==> src/design/wdc_pkg.sv <==
package wdc_pkg;
  // Timing
  localparam int CLK_PERIOD_NS = 4;
  localparam int TICK_US = 15625;
  localparam int TICK_CYCLES_DEF = TICK_US * 1000 / CLK_PERIOD_NS;

  // Register byte offsets
  localparam logic [3:0] OFS_CTRL = 4'h0;
  localparam logic [3:0] OFS_STAT = 4'h4;
  localparam logic [3:0] OFS_MASK = 4'h8;
  localparam logic [3:0] OFS_COUNT = 4'hC;

  // Control field positions
  localparam int UNLOCK_BIT = 0;
  localparam int ARM_BIT = 1;
  localparam int TFLAG_BIT = 2;
  localparam int IRQMODE_BIT = 3;
  localparam int TSEL_LSB = 4;

  // Event status bit positions
  localparam int EVT_TIMEOUT = 0;
  localparam int EVT_REJECT = 1;

  // Reset values
  localparam logic [7:0] CTRL_RESET = 8'h00;
  localparam logic [1:0] EVT_RESET = 2'h0;

  // Timeout select codes
  localparam logic [3:0] TSEL_IMM = 4'h8;
  localparam logic [3:0] TSEL_2000MS = 4'h7;

  localparam logic [1:0] RESP_OKAY = 2'h0;
  localparam logic [1:0] RESP_SLVERR = 2'h2;

  typedef struct packed {
    logic [3:0] tsel;
    logic irq_mode;
    logic tflag;
    logic arm;
    logic unlock;
  } wdc_ctrl_t;

  typedef enum logic [3:0] {
    WD_OFF = 4'b0001,
    WD_RUN = 4'b0010,
    WD_IMM = 4'b0100,
    WD_RSVD = 4'b1000
  } wdc_state_t;

  // Period in prescaler ticks: code 6 is 1000 ms, code 7 is 2000 ms
  function automatic logic [8:0] wdc_period(input logic [3:0] tsel);
    return 9'h001 << tsel[2:0];
  endfunction : wdc_period

  function automatic wdc_state_t wdc_mode(input wdc_ctrl_t c);
    if (!c.arm) begin
      return WD_OFF;
    end else if (c.tsel == TSEL_IMM) begin
      return WD_IMM;
    end else if (c.tsel > TSEL_IMM) begin
      return WD_RSVD;
    end
    return WD_RUN;
  endfunction : wdc_mode
endpackage : wdc_pkg

==> src/design/wdc_top.sv <==
// Functional notes
// - Immediate-reset code forces system reset at once
// - Interrupt mode raises interrupt instead of reset, except with the immediate code, which still resets
// - Watchdog interrupt ignores masks and global enable
// - Interrupt mode doubles as periodic interval timer
// - Timeout always sets the timeout status flag
// - Flag cleared by zero write or hardware reset
// - Setting arm enables and clears counters
// - Control write needs unlock immediately before it
// - Select field picks period; code 7 2000 ms
`timescale 1ns/1ps
`default_nettype none
module wdc_top #(
  parameter int unsigned TICK_CYCLES = wdc_pkg::TICK_CYCLES_DEF
) (
  input wire logic CLK,
  input wire logic RST_N,
  input wire logic [3:0] AWADDR,
  input wire logic AWVALID,
  output logic AWREADY,
  input wire logic [31:0] WDATA,
  input wire logic [3:0] WSTRB,
  input wire logic WVALID,
  output logic WREADY,
  output logic [1:0] BRESP,
  output logic BVALID,
  input wire logic BREADY,
  input wire logic [3:0] ARADDR,
  input wire logic ARVALID,
  output logic ARREADY,
  output logic [31:0] RDATA,
  output logic [1:0] RRESP,
  output logic RVALID,
  input wire logic RREADY,
  output logic WDOG_RESET,
  output logic WDOG_INT,
  output logic IRQ
);
  import wdc_pkg::*;

  logic [1:0] rst_sync_q;
  logic rst_n;

  always_ff @(posedge CLK or negedge RST_N) begin
    if (!RST_N) begin
      rst_sync_q <= 2'b00;
    end else begin
      rst_sync_q <= {rst_sync_q[0], 1'b1};
    end
  end
  assign rst_n = rst_sync_q[1];

  // Bus write side
  logic aw_full_q, w_full_q, bvalid_q;
  logic [3:0] aw_addr_q;
  logic [31:0] w_data_q;
  logic [3:0] w_strb_q;
  logic [1:0] bresp_q;
  logic wr_do, wr_ctrl, wr_mask, wr_hit, rd_do, rd_stat;
  logic [3:0] wr_ofs, rd_ofs;

  assign AWREADY = !aw_full_q;
  assign WREADY = !w_full_q;
  assign BVALID = bvalid_q;
  assign BRESP = bresp_q;
  assign wr_do = aw_full_q && w_full_q && !bvalid_q;
  assign wr_ofs = aw_addr_q & 4'hC;
  assign wr_ctrl = wr_do && (wr_ofs == OFS_CTRL) && w_strb_q[0];
  assign wr_mask = wr_do && (wr_ofs == OFS_MASK) && w_strb_q[0];
  assign wr_hit = (wr_ofs == OFS_CTRL) || (wr_ofs == OFS_MASK);

  always_ff @(posedge CLK or negedge rst_n) begin
    if (!rst_n) begin
      aw_full_q <= 1'b0;
      w_full_q <= 1'b0;
      bvalid_q <= 1'b0;
      aw_addr_q <= 4'h0;
      w_data_q <= 32'h0000_0000;
      w_strb_q <= 4'h0;
      bresp_q <= RESP_OKAY;
    end else begin
      if (AWVALID && AWREADY) begin
        aw_full_q <= 1'b1;
        aw_addr_q <= AWADDR;
      end else if (wr_do) begin
        aw_full_q <= 1'b0;
      end
      if (WVALID && WREADY) begin
        w_full_q <= 1'b1;
        w_data_q <= WDATA;
        w_strb_q <= WSTRB;
      end else if (wr_do) begin
        w_full_q <= 1'b0;
      end
      if (wr_do) begin
        bvalid_q <= 1'b1;
        bresp_q <= wr_hit ? RESP_OKAY : RESP_SLVERR;
      end else if (BREADY) begin
        bvalid_q <= 1'b0;
      end
    end
  end

  // Control register and unlock handling
  wdc_ctrl_t ctrl_q, ctrl_d, wr_val;
  wdc_state_t state_q, state_d;
  logic unlock_set, accepted, rejected, expire, tick;

  assign wr_val = wdc_ctrl_t'(w_data_q[7:0]);
  // Locked write with the unlock bit set only arms the unlock
  assign unlock_set = wr_ctrl && !ctrl_q.unlock && w_data_q[UNLOCK_BIT];
  assign accepted = wr_ctrl && ctrl_q.unlock;
  assign rejected = wr_ctrl && !ctrl_q.unlock && !w_data_q[UNLOCK_BIT];

  always_comb begin
    ctrl_d = ctrl_q;
    if (accepted) begin
      ctrl_d.tsel = wr_val.tsel;
      ctrl_d.irq_mode = wr_val.irq_mode;
      ctrl_d.arm = wr_val.arm;
      ctrl_d.tflag = ctrl_q.tflag && wr_val.tflag;
    end
    // Any next access spends the unlock, so each write needs a fresh one
    if (wr_do || rd_do) begin
      ctrl_d.unlock = 1'b0;
    end
    if (unlock_set) begin
      ctrl_d.unlock = 1'b1;
    end
    // Timeout set wins over a simultaneous software clear
    if (expire || state_q == WD_IMM) begin
      ctrl_d.tflag = 1'b1;
    end
  end

  // Of the resets only the external one clears the flag; the reset output does not loop back
  always_ff @(posedge CLK or negedge rst_n) begin
    if (!rst_n) begin
      ctrl_q <= wdc_ctrl_t'(CTRL_RESET);
    end else begin
      ctrl_q <= ctrl_d;
    end
  end

  // Timer
  logic [31:0] pre_q;
  logic [7:0] cnt_q;
  logic refresh, running;
  logic [8:0] period;

  assign state_d = wdc_mode(ctrl_d);
  assign period = wdc_period(ctrl_q.tsel);
  assign refresh = accepted && wr_val.arm;
  assign tick = running && (pre_q == TICK_CYCLES - 1);
  assign expire = tick && ({1'b0, cnt_q} == period - 9'h001);

  always_comb begin
    running = 1'b0;
    case (state_q)
      WD_RUN: running = 1'b1;
      WD_OFF: running = 1'b0;
      WD_IMM: running = 1'b0;
      WD_RSVD: running = 1'b0;
      default: running = 1'b0;
    endcase
  end

  always_ff @(posedge CLK or negedge rst_n) begin
    if (!rst_n) begin
      state_q <= WD_OFF;
      pre_q <= 32'h0000_0000;
      cnt_q <= 8'h00;
    end else begin
      state_q <= state_d;
      if (refresh || !running || expire) begin
        pre_q <= 32'h0000_0000;
        cnt_q <= 8'h00;
      end else if (tick) begin
        pre_q <= 32'h0000_0000;
        cnt_q <= cnt_q + 8'h01;
      end else begin
        pre_q <= pre_q + 32'h0000_0001;
      end
    end
  end

  // Outputs of a timeout
  logic reset_q, int_q;

  always_ff @(posedge CLK or negedge rst_n) begin
    if (!rst_n) begin
      reset_q <= 1'b0;
      int_q <= 1'b0;
    end else begin
      // Held while the immediate code stands; the chip reset ends it
      reset_q <= (state_d == WD_IMM) || (expire && !ctrl_q.irq_mode);
      // Dedicated line, no mask or global enable can stop it
      int_q <= expire && ctrl_q.irq_mode;
    end
  end
  assign WDOG_RESET = reset_q;
  assign WDOG_INT = int_q;

  // Event status, mask and summary interrupt
  logic [1:0] stat_q, mask_q, evt;

  assign evt = {rejected, expire};
  assign IRQ = |(stat_q & mask_q);

  always_ff @(posedge CLK or negedge rst_n) begin
    if (!rst_n) begin
      stat_q <= EVT_RESET;
      mask_q <= EVT_RESET;
    end else begin
      stat_q <= (rd_stat ? 2'b00 : stat_q) | evt;
      if (wr_mask) begin
        mask_q <= w_data_q[1:0];
      end
    end
  end

  // Bus read side
  logic rvalid_q;
  logic [31:0] rdata_q, rd_mux;
  logic [1:0] rresp_q;
  logic rd_hit;

  assign ARREADY = !rvalid_q;
  assign RVALID = rvalid_q;
  assign RDATA = rdata_q;
  assign RRESP = rresp_q;
  assign rd_do = ARVALID && ARREADY;
  assign rd_ofs = ARADDR & 4'hC;
  assign rd_stat = rd_do && (rd_ofs == OFS_STAT);
  assign rd_hit = 1'b1;
  assign rd_mux = (rd_ofs == OFS_CTRL) ? {24'h000000, ctrl_q} :
                  (rd_ofs == OFS_STAT) ? {30'h00000000, stat_q} :
                  (rd_ofs == OFS_MASK) ? {30'h00000000, mask_q} :
                  {24'h000000, cnt_q};

  always_ff @(posedge CLK or negedge rst_n) begin
    if (!rst_n) begin
      rvalid_q <= 1'b0;
      rdata_q <= 32'h0000_0000;
      rresp_q <= RESP_OKAY;
    end else begin
      if (rd_do) begin
        rvalid_q <= 1'b1;
        rdata_q <= rd_mux;
        rresp_q <= rd_hit ? RESP_OKAY : RESP_SLVERR;
      end else if (RREADY) begin
        rvalid_q <= 1'b0;
      end
    end
  end
endmodule : wdc_top
`default_nettype wire

==> config.mk <==
export PLATFORM = sky130hd
export DESIGN_NAME = wdc_top
export DESIGN_NICKNAME = d
export VERILOG_FILES = /design/src/design/wdc_pkg.sv /design/src/design/wdc_top.sv
export SDC_FILE = /design/constraint.sdc
export NUM_CORES = 1
export LEC_CHECK = 0
export ABC_CLOCK_PERIOD_IN_PS = 3600
export BUFFER_PORTS_ARGS = -buffer_cell sky130_fd_sc_hd__buf_4
export CAP_MARGIN = 20
export CORE_ASPECT_RATIO = 1.2
export CORE_MARGIN = 2
export CORE_UTILIZATION = 38
export CTS_BUF_LIST = sky130_fd_sc_hd__clkbuf_4 sky130_fd_sc_hd__clkbuf_8 sky130_fd_sc_hd__clkbuf_16
export CTS_CLUSTER_SIZE = 12
export DETAILED_ROUTE_END_ITERATION = 8
export PLACE_DENSITY = 0.66
export SLEW_MARGIN = 20
export SYNTH_ARGS = -nofsm -noshare
export SYNTH_HDL_FRONTEND = slang
export SYNTH_SLANG_ARGS = --single-unit
==> constraint.sdc <==
create_clock -name CLK -period 3.6 [get_ports CLK]
set_input_delay 0.36 -clock CLK [delete_from_list [all_inputs] [get_ports CLK]]
set_output_delay 0.36 -clock CLK [all_outputs]
set_load 0.01 [all_outputs]
==> out/qor.yml, run 1 <==
floorplan:
  row_count: 42
  die_x_um: 100.9
  ios: 95
  die_y_um: 120.3
  core_sq_um: 11040
  dieArea_sq_um: 12140
  initial_utilization_pct: 38.82
synthesis:
  yosys-top-cells-count: "dfrtp_1, nor2_1, buf_4"
  ys.flop_type: "dfrtp_1"
  seq_area_frac_synth_pct: 49.09
  synth_top_area_share_pct: 48.48
  postSynthCellCount: 409
  avgSynthCellArea_sq_um: 10.47
  synthMostInstantiatedCell: "dfrtp_1"
  ys_ff_latch: 84
  synth_edf_count: 0
  synth_warnings: 0
  synthesis.area_sq_um: 4284
  synth.area.top_cells: "dfrtp_1, buf_4, mux2_2"
  ys_async_sr_fraction_pct: 100.0
  synth_area_leader_cell: "dfrtp_1"
  synth_cell_types: 52
routing:
  drt_iter0_markers: 99
  wl_mm: 7.918
  routedWlPerCell_um: 13.63
  viasPerCell: 5.110
  dr.pass1.iters: 4
  final_antenna_net_count: 0
  post-route-drc-count: 0
  num_vias: 2969
power:
  powerDensity_nw_per_um2: 541.7
  ir_worst_vdd_uv: 269.3
  p_leak_nw: 2.048
hold_path:
  hp-class: "input pin to flop"
  worstHoldEndpoint: "BVALID$_DFFE_PN0P_"
  hp-start: "BREADY"
  whs_path_depth: 2
critical_path:
  worstSetupPathType: "flop to flop"
  r2r-start: "BVALID$_DFFE_PN0P_"
  cp_data_required_time_ns: 3.81
  rr_endpoint: "pre_q[30]$_DFF_PN0_"
  worstSetupStartpointType: "flop"
  cp_max_fo: 21
  cp.arrival_ns: 2.77
  end_kind: "flop"
  rrSetupSlack_ns: 1.04
  r2r_cells: 8
run:
  maxCapViolCount: 0
grt:
  antenna_found_initial: 0
  grt_max_degree: 83
  grt_usage_pct: 13.94
  grt_pass1_wl_mm: 13.73
  grt.overflow.total: 0
  grt_pass1_vias: 2979
placement:
  portBuffers: 36
  dp.final_hpwl_mm: 5.530
  place_area_sq_um: 4539
  place.gp.congestion: 0.8218
clock_tree:
  cts.sinks: 84
  clk_latency_ns: 0.33
  cts_root_buffer: "clkbuf_16"
  cts_tree: "done"
  clk_pin_slew_ns: 0.06
  clk_path_buf_depth: 2
  cts_made_buffers: 9
  h-tree-depth: 3
  post_cts_resized: 0
outcome:
  status: "finished, final reports clean"
layout:
  fin_nets: 498
  fillCellCount: 1041
  num_antenna_cells: 0
  fin_area_sq_um: 4877
  drive_gt1_share_pct: 22.05
  area_delta_synth_final_pct: 13.84
timing:
  hold_viol: 0
  fmax_ghz: 0.3910
  skew_ns: 0.005570
  max_slew.worst_pin.slew_ns: 0.7954
  finalCritPeriodShare_pct: 71.04
  rsz0062_at_grt: "false"
  final_max_slew_viol_count: 0
  period_needed_ns: 2.558
  max_slew_margin_pct: 46.87
  tns_ns: 0
  finalSetupViolations: 0
## kinds of logic after synthesis
logic type,share of synthesized area [%]
AOI/OAI and AO/OA,5.900
other,0.1753
adders and majority gates,0.8763
DFF,49.09
xor gates and xnor gates,7.564
and+or+nand+nor,21.64
buffers and inverters,7.710
muxes,7.039
## through the flow
stage	power [mW]	setup WS [ns]	util (%)	instances	hold WS, ns
final	2.642	1.042	44.20	581	0.2054
after global routing	2.796	0.7286	44.20	581	0.2094
after CTS	2.676	0.9760	44.01	580	0.1967
after detailed placement	1.731	1.015	41.13	563	0.1437
after global placement	1.706	1.069	41.13	563	0.1422
after floorplan	1.586	1.089	-	435	0.06441
## critical path: stages, from the launching register on
cell	delay, ns
dfrtp_1	0.39
nand3b_1	0.31
nor4b_2	0.51
and2_1	0.20
buf_4	0.18
a21boi_1	0.10
nand2_1	0.33
buf_4	0.33
nor2_1	0.08
## report_power, final
group          internal [mW]  total [mW]  switching [mW]
clock network          0.567       0.934           0.368
logic                  0.256       0.454           0.198
registers               1.10        1.25           0.155
## worst max path at each step
stage | from | endpoint | slack, ns | depth (start not counted)
floorplan | rst_sync_q[1]$_DFF_PN0_ | BRESP[1]$_DFFE_PN0P_ | 1.09 | 0
global placement | BVALID$_DFFE_PN0P_ | pre_q[18]$_DFF_PN0_ | 1.07 | 8
detailed placement | BVALID$_DFFE_PN0P_ | pre_q[30]$_DFF_PN0_ | 1.02 | 8
CTS | BVALID$_DFFE_PN0P_ | pre_q[30]$_DFF_PN0_ | 0.98 | 8
global route | BVALID$_DFFE_PN0P_ | pre_q[29]$_DFF_PN0_ | 0.73 | 8
finish | BVALID$_DFFE_PN0P_ | pre_q[30]$_DFF_PN0_ | 1.04 | 8
## cells in the final DEF (no fill, tap or decap), types with 4 or more instances in the layout
cell and n:
clkbuf_16 9, nor2_1 50, inv_1 9, nor4b_1 10
o21ai_0 12, nor2_2 8, nand4_1 15, dfrtp_1 82
nand3_1 21, a21oi_1 6, and3_1 7, mux2_2 21
nor3_1 4, a22oi_1 6, conb_1 28, xnor2_1 16
buf_4 38, nand2_1 26, xor2_1 21
## flip-flops by register name, summed over array words and instances, names as in the netlist
register    flops
w_strb_q        1
WDOG_RESET      1
aw_full_q       1
state_q         4
cnt_q           8
aw_addr_q       2
BVALID          1
w_data_q        8
RVALID          1
w_full_q        1
rst_sync_q      2
BRESP           1
stat_q          2
ctrl_q          8
RDATA           8
pre_q          32
WDOG_INT        1
mask_q          2
## repair_timing
action	4_1_cts	5_1_grt
setup buffers	0	0
endpoints found under the setup margin	0	0
hold buffers	1	0
endpoints found under the hold margin	2	0
## metal layers
| metal | wire (um) | vias to the layer above | part of all wire (%) | track usage, % |
|---|---|---|---|---|
| met5 | 0 | - | 0 | 0 |
| met4 | 104 | 0 | 1.3 | 4.899 |
| met3 | 293 | 12 | 3.7 | 3.064 |
| met2 | 3984 | 59 | 50 | 23.42 |
| met1 | 3536 | 1465 | 45 | 17.66 |
| li1 | - | 1433 | - | - |
## final cells by class
type | instances | area, sq um | area share [%]
Sequential cell | 84 | 2107 | 43.20
Multi-Input combinational cell | 300 | 1948 | 39.94
Timing Repair Buffer | 40 | 315.3 | 6.465
Clock buffer | 11 | 246.5 | 5.054
Tap cell | 132 | 165.2 | 3.386
Clock inverter | 5 | 61.31 | 1.257
Inverter | 9 | 33.78 | 0.6927
Power figures use the tool's default switching activity.
==> run 2, diff against run 1 <==
ABC_AREA = 1   (was default)
ABC_CLOCK_PERIOD_IN_PS = 2300   (was 3600)
PLACE_DENSITY = 0.68   (was 0.66)
clock period = 2.3 ns   (was 3.6 ns; I/O delays follow)
==> run 2 against run 1 <==
Against the previous run: first-iteration DRC count increased by 140%; power up 49%; sequential cell count stayed put; final area up 13%; synthesized cell count is 64% higher; setup slack lost 0.71 ns; sequential power up 50%; combinational power up 60%; critical endpoint is now pre_q[9]$_DFF_PN0_; largest cell class is now multi-input combinational cells.
==> out/qor.yml, run 2 <==
floorplan:
  core_sq_um: 12610  # was 11040 sq um
  die_x_um: 107.5  # was 100.9 um
  die_y_um: 128.2  # was 120.3 um
  initial_utilization_pct: 38.71  # was 38.82%
  dieArea_sq_um: 13770  # was 12140 sq um
  ios: 95  # unchanged
  row_count: 45  # was 42
timing:
  max_slew.worst_pin.slew_ns: 0.5186  # was 0.7954 ns
  period_needed_ns: 1.964  # was 2.558 ns
  fmax_ghz: 0.5093  # was 0.3910 GHz
  rsz0062_at_grt: "false"  # unchanged
  timing.hold.ws_ns: 0.07376  # was 0.2054 ns
  finalCritPeriodShare_pct: 85.37  # was 71.04%
  max_slew_margin_pct: 65.39  # was 46.87%
  skew_ns: 0.007562  # was 0.005570 ns
  tns_ns: 0  # unchanged
  finalSetupViolations: 0  # unchanged
  hold_viol: 0  # unchanged
  final_max_slew_viol_count: 0  # unchanged
layout:
  largest_reg_flops: 32  # unchanged
  drive_gt1_share_pct: 13.27  # was 22.05%
  fillCellCount: 1325  # was 1041
  multiInputGateArea_sq_um: 2261  # was 1948 sq um
  fin_nets: 766  # was 498
  largest_register: "pre_q"  # unchanged
  regArea_sq_um: 2107  # unchanged
  num_antenna_cells: 0  # unchanged
  layout_commonest_cell: "nand2_1"  # was dfrtp_1
  area_delta_synth_final_pct: 13.15  # was 13.84%
  final_cell_mix: "nand2_1, nor2_1, dfrtp_1"  # was dfrtp_1, nor2_1, buf_4
hold_path:
  hp-class: "input pin to flop"  # unchanged
grt:
  grt_pass1_vias: 3787  # was 2979
  grt_usage_pct: 16.59  # was 13.94%
  grt_pass1_wl_mm: 18.04  # was 13.73 mm
  antenna_found_initial: 0  # unchanged
  grt.overflow.total: 0  # unchanged
  grt_max_degree: 41  # was 83
routing:
  num_vias: 4194  # was 2969
  final_antenna_net_count: 0  # unchanged
  routedWlPerCell_um: 12.19  # was 13.63 um
  drt_iter0_markers: 238  # was 99
  viasPerCell: 4.766  # was 5.110
  post-route-drc-count: 0  # unchanged
  wl_mm: 10.72  # was 7.918 mm
  dr.pass1.iters: 5  # was 4
clock_tree:
  clk_path_buf_depth: 2  # unchanged
  cts_tree: "done"  # unchanged
  clk_latency_ns: 0.34  # was 0.33 ns
  cts.sinks: 84  # unchanged
  postCtsSetupRepairBufs: 0  # unchanged
  h-tree-depth: 3  # unchanged
  cts_made_buffers: 9  # unchanged
  clk_pin_slew_ns: 0.07  # was 0.06 ns
  cts_root_buffer: "clkbuf_16"  # unchanged
synthesis:
  ys_async_sr_fraction_pct: 100.0  # unchanged
  synth_edf_count: 0  # unchanged
  yosys-top-cells-count: "nand2_1, nor2_1, dfrtp_1"  # was dfrtp_1, nor2_1, buf_4
  synthMostInstantiatedCell: "nand2_1"  # was dfrtp_1
  ys_ff_latch: 84  # unchanged
  ys.flop_type: "dfrtp_1"  # unchanged
  synth_top_area_share_pct: 42.54  # was 48.48%
  postSynthCellCount: 669  # was 409
  synth_warnings: 0  # unchanged
  synth_cell_types: 36  # was 52
  synthesis.area_sq_um: 4882  # was 4284 sq um
  avgSynthCellArea_sq_um: 7.298  # was 10.47 sq um
  synth_area_leader_cell: "dfrtp_1"  # unchanged
  seq_area_frac_synth_pct: 43.08  # was 49.09%
  synth.area.top_cells: "dfrtp_1, nand2_1, nor2_1"  # was dfrtp_1, buf_4, mux2_2
critical_path:
  slowest_delay_ns: 0.57  # was 0.51 ns
  crit_slowest_cell: "dfrtp_1"  # was nor4b_2
  worstSetupPathType: "flop to flop"  # unchanged
  cp_max_fo: 40  # was 21
  path_common_cell: "nor2_1"  # was buf_4
  crit_path_cell_trace: "nand2_1, o21ai_0, nand3_1, nor2_1, nand3_2, nand2_4, nor2_1"  # was nand3b_1, nor4b_2, and2_1, buf_4, a21boi_1, nand2_1, buf_4, nor2_1
  cp_data_required_time_ns: 2.51  # was 3.81 ns
  cp_top_family: "simple AND/OR/NAND/NOR gates"  # unchanged
  cp.arrival_ns: 2.17  # was 2.77 ns
  crit_buf_inv: 0  # was 2
  end_kind: "flop"  # unchanged
  worstSetupStartpointType: "flop"  # unchanged
placement:
  dp.final_hpwl_mm: 8.093  # was 5.530 mm
  portBuffers: 36  # unchanged
  place.gp.congestion: 0.9965  # was 0.8218
power:
  p_leak_nw: 2.536  # was 2.048 nW
  powerDensity_nw_per_um2: 714.0  # was 541.7 nW/um^2
  ir_worst_vdd_uv: 357.9  # was 269.3 uV
outcome:
  status: "finished, final reports clean"  # unchanged
run:
  maxCapViolCount: 0  # unchanged
run 2: changes by cell type in the layout (fill, tap and decap cells not counted), sizes merged, moves of 9 or more:
cell and delta:
nor4b -11, inv +76, xnor2 -15, nand4 +9, nand2 +145, xor2 -10, a21oi +13, nand3 +31
mux2 -14, nor2 +77
run 2: cell families (layout without fill, tap and decap cells):
group / Yosys count / count (layout) / synth area share [%]
other cells: 2 / 28 / 0.1538
flops: 84 / 84 / 43.08
fa+ha+maj: 3 / 3 / 0.7689
mux: 7 / 7 / 1.615
buf+inv: 124 / 145 / 12.61
simple gates: 396 / 396 / 35.03
xor+xnor: 12 / 12 / 2.153
compound gates: 41 / 41 / 4.588
run 2: power breakdown:
group / switching (mW) / total [mW] / leakage (nW) / internal [mW]
Sequential: 0.153 / 1.87 / 1.07 / 1.71
Combinational: 0.407 / 0.728 / 1.33 / 0.321
Clock: 0.614 / 1.35 / 0.129 / 0.736
Total: 1.17 / 3.94 / 2.54 / 2.77
run 2: timing repair:
item | in CTS | in global routing
endpoints found under the setup margin | 0 | 0
endpoints found under the hold margin | 2 | 0
resized for setup | 0 | 0
hold buffers | 1 | 0
run 2: worst reg2reg max path, delay by kind of cell, from the launching register on:
family,cells,cell delay (ns)
AOI/OAI and AO/OA,1,0.17
and+or+nand+nor,6,1.10
DFF,1,0.57
run 2: worst paths after layout:
| kind | to | cells after the start | slack [ns] | startpoint |
|---|---|---|---|---|
| max | pre_q[9]$_DFF_PN0_ | 7 | 0.34 | ctrl_q[6]$_DFF_PN0_ |
| min | RVALID$_DFFE_PN0P_ | 2 | 0.07 | RREADY |
| max reg2reg | pre_q[9]$_DFF_PN0_ | 7 | 0.34 | ctrl_q[6]$_DFF_PN0_ |
| min reg2reg | pre_q[0]$_DFF_PN0_ | 0 | 0.22 | rst_sync_q[1]$_DFF_PN0_ |
| max in group asynchronous | state_q[0]$_DFF_PN1_ | 1 | 1.44 | rst_sync_q[1]$_DFF_PN0_ |
| min in group asynchronous | rst_sync_q[1]$_DFF_PN0_ | 2 | 0.20 | RST_N |
run 2: layer usage:
| layer | part of all wire, % | GRT usage [%] |
|---|---|---|
| met1 | 45 | 21.90 |
| met2 | 48 | 26.62 |
| met3 | 4.5 | 2.796 |
| met4 | 3.3 | 7.692 |
| met5 | 0 | 0 |
run 2: cell type report:
cell class                 instances  area share, %
tap                              164          3.715
sequential                        84          38.14
timing repair buffer              46          6.523
inverter                          84          5.708
clock inverter                     6         0.9060
multi-input combinational        487          40.93
clock buffer                       9          4.077
run 2: metrics by stage:
stage	std cells	total power [mW]	area (sq um)	worst slack (ns)	utilization, %
6_report	880	3.944	5524	0.3364	43.80
5_1_grt	880	4.196	5524	0.09021	43.80
4_1_cts	880	3.982	5524	0.3572	43.80
3_5_place_dp	864	2.629	5239	0.3728	41.54
3_3_place_gp	864	2.614	5239	0.3749	41.54
2_1_floorplan	695	2.393	4981	0.8018	-
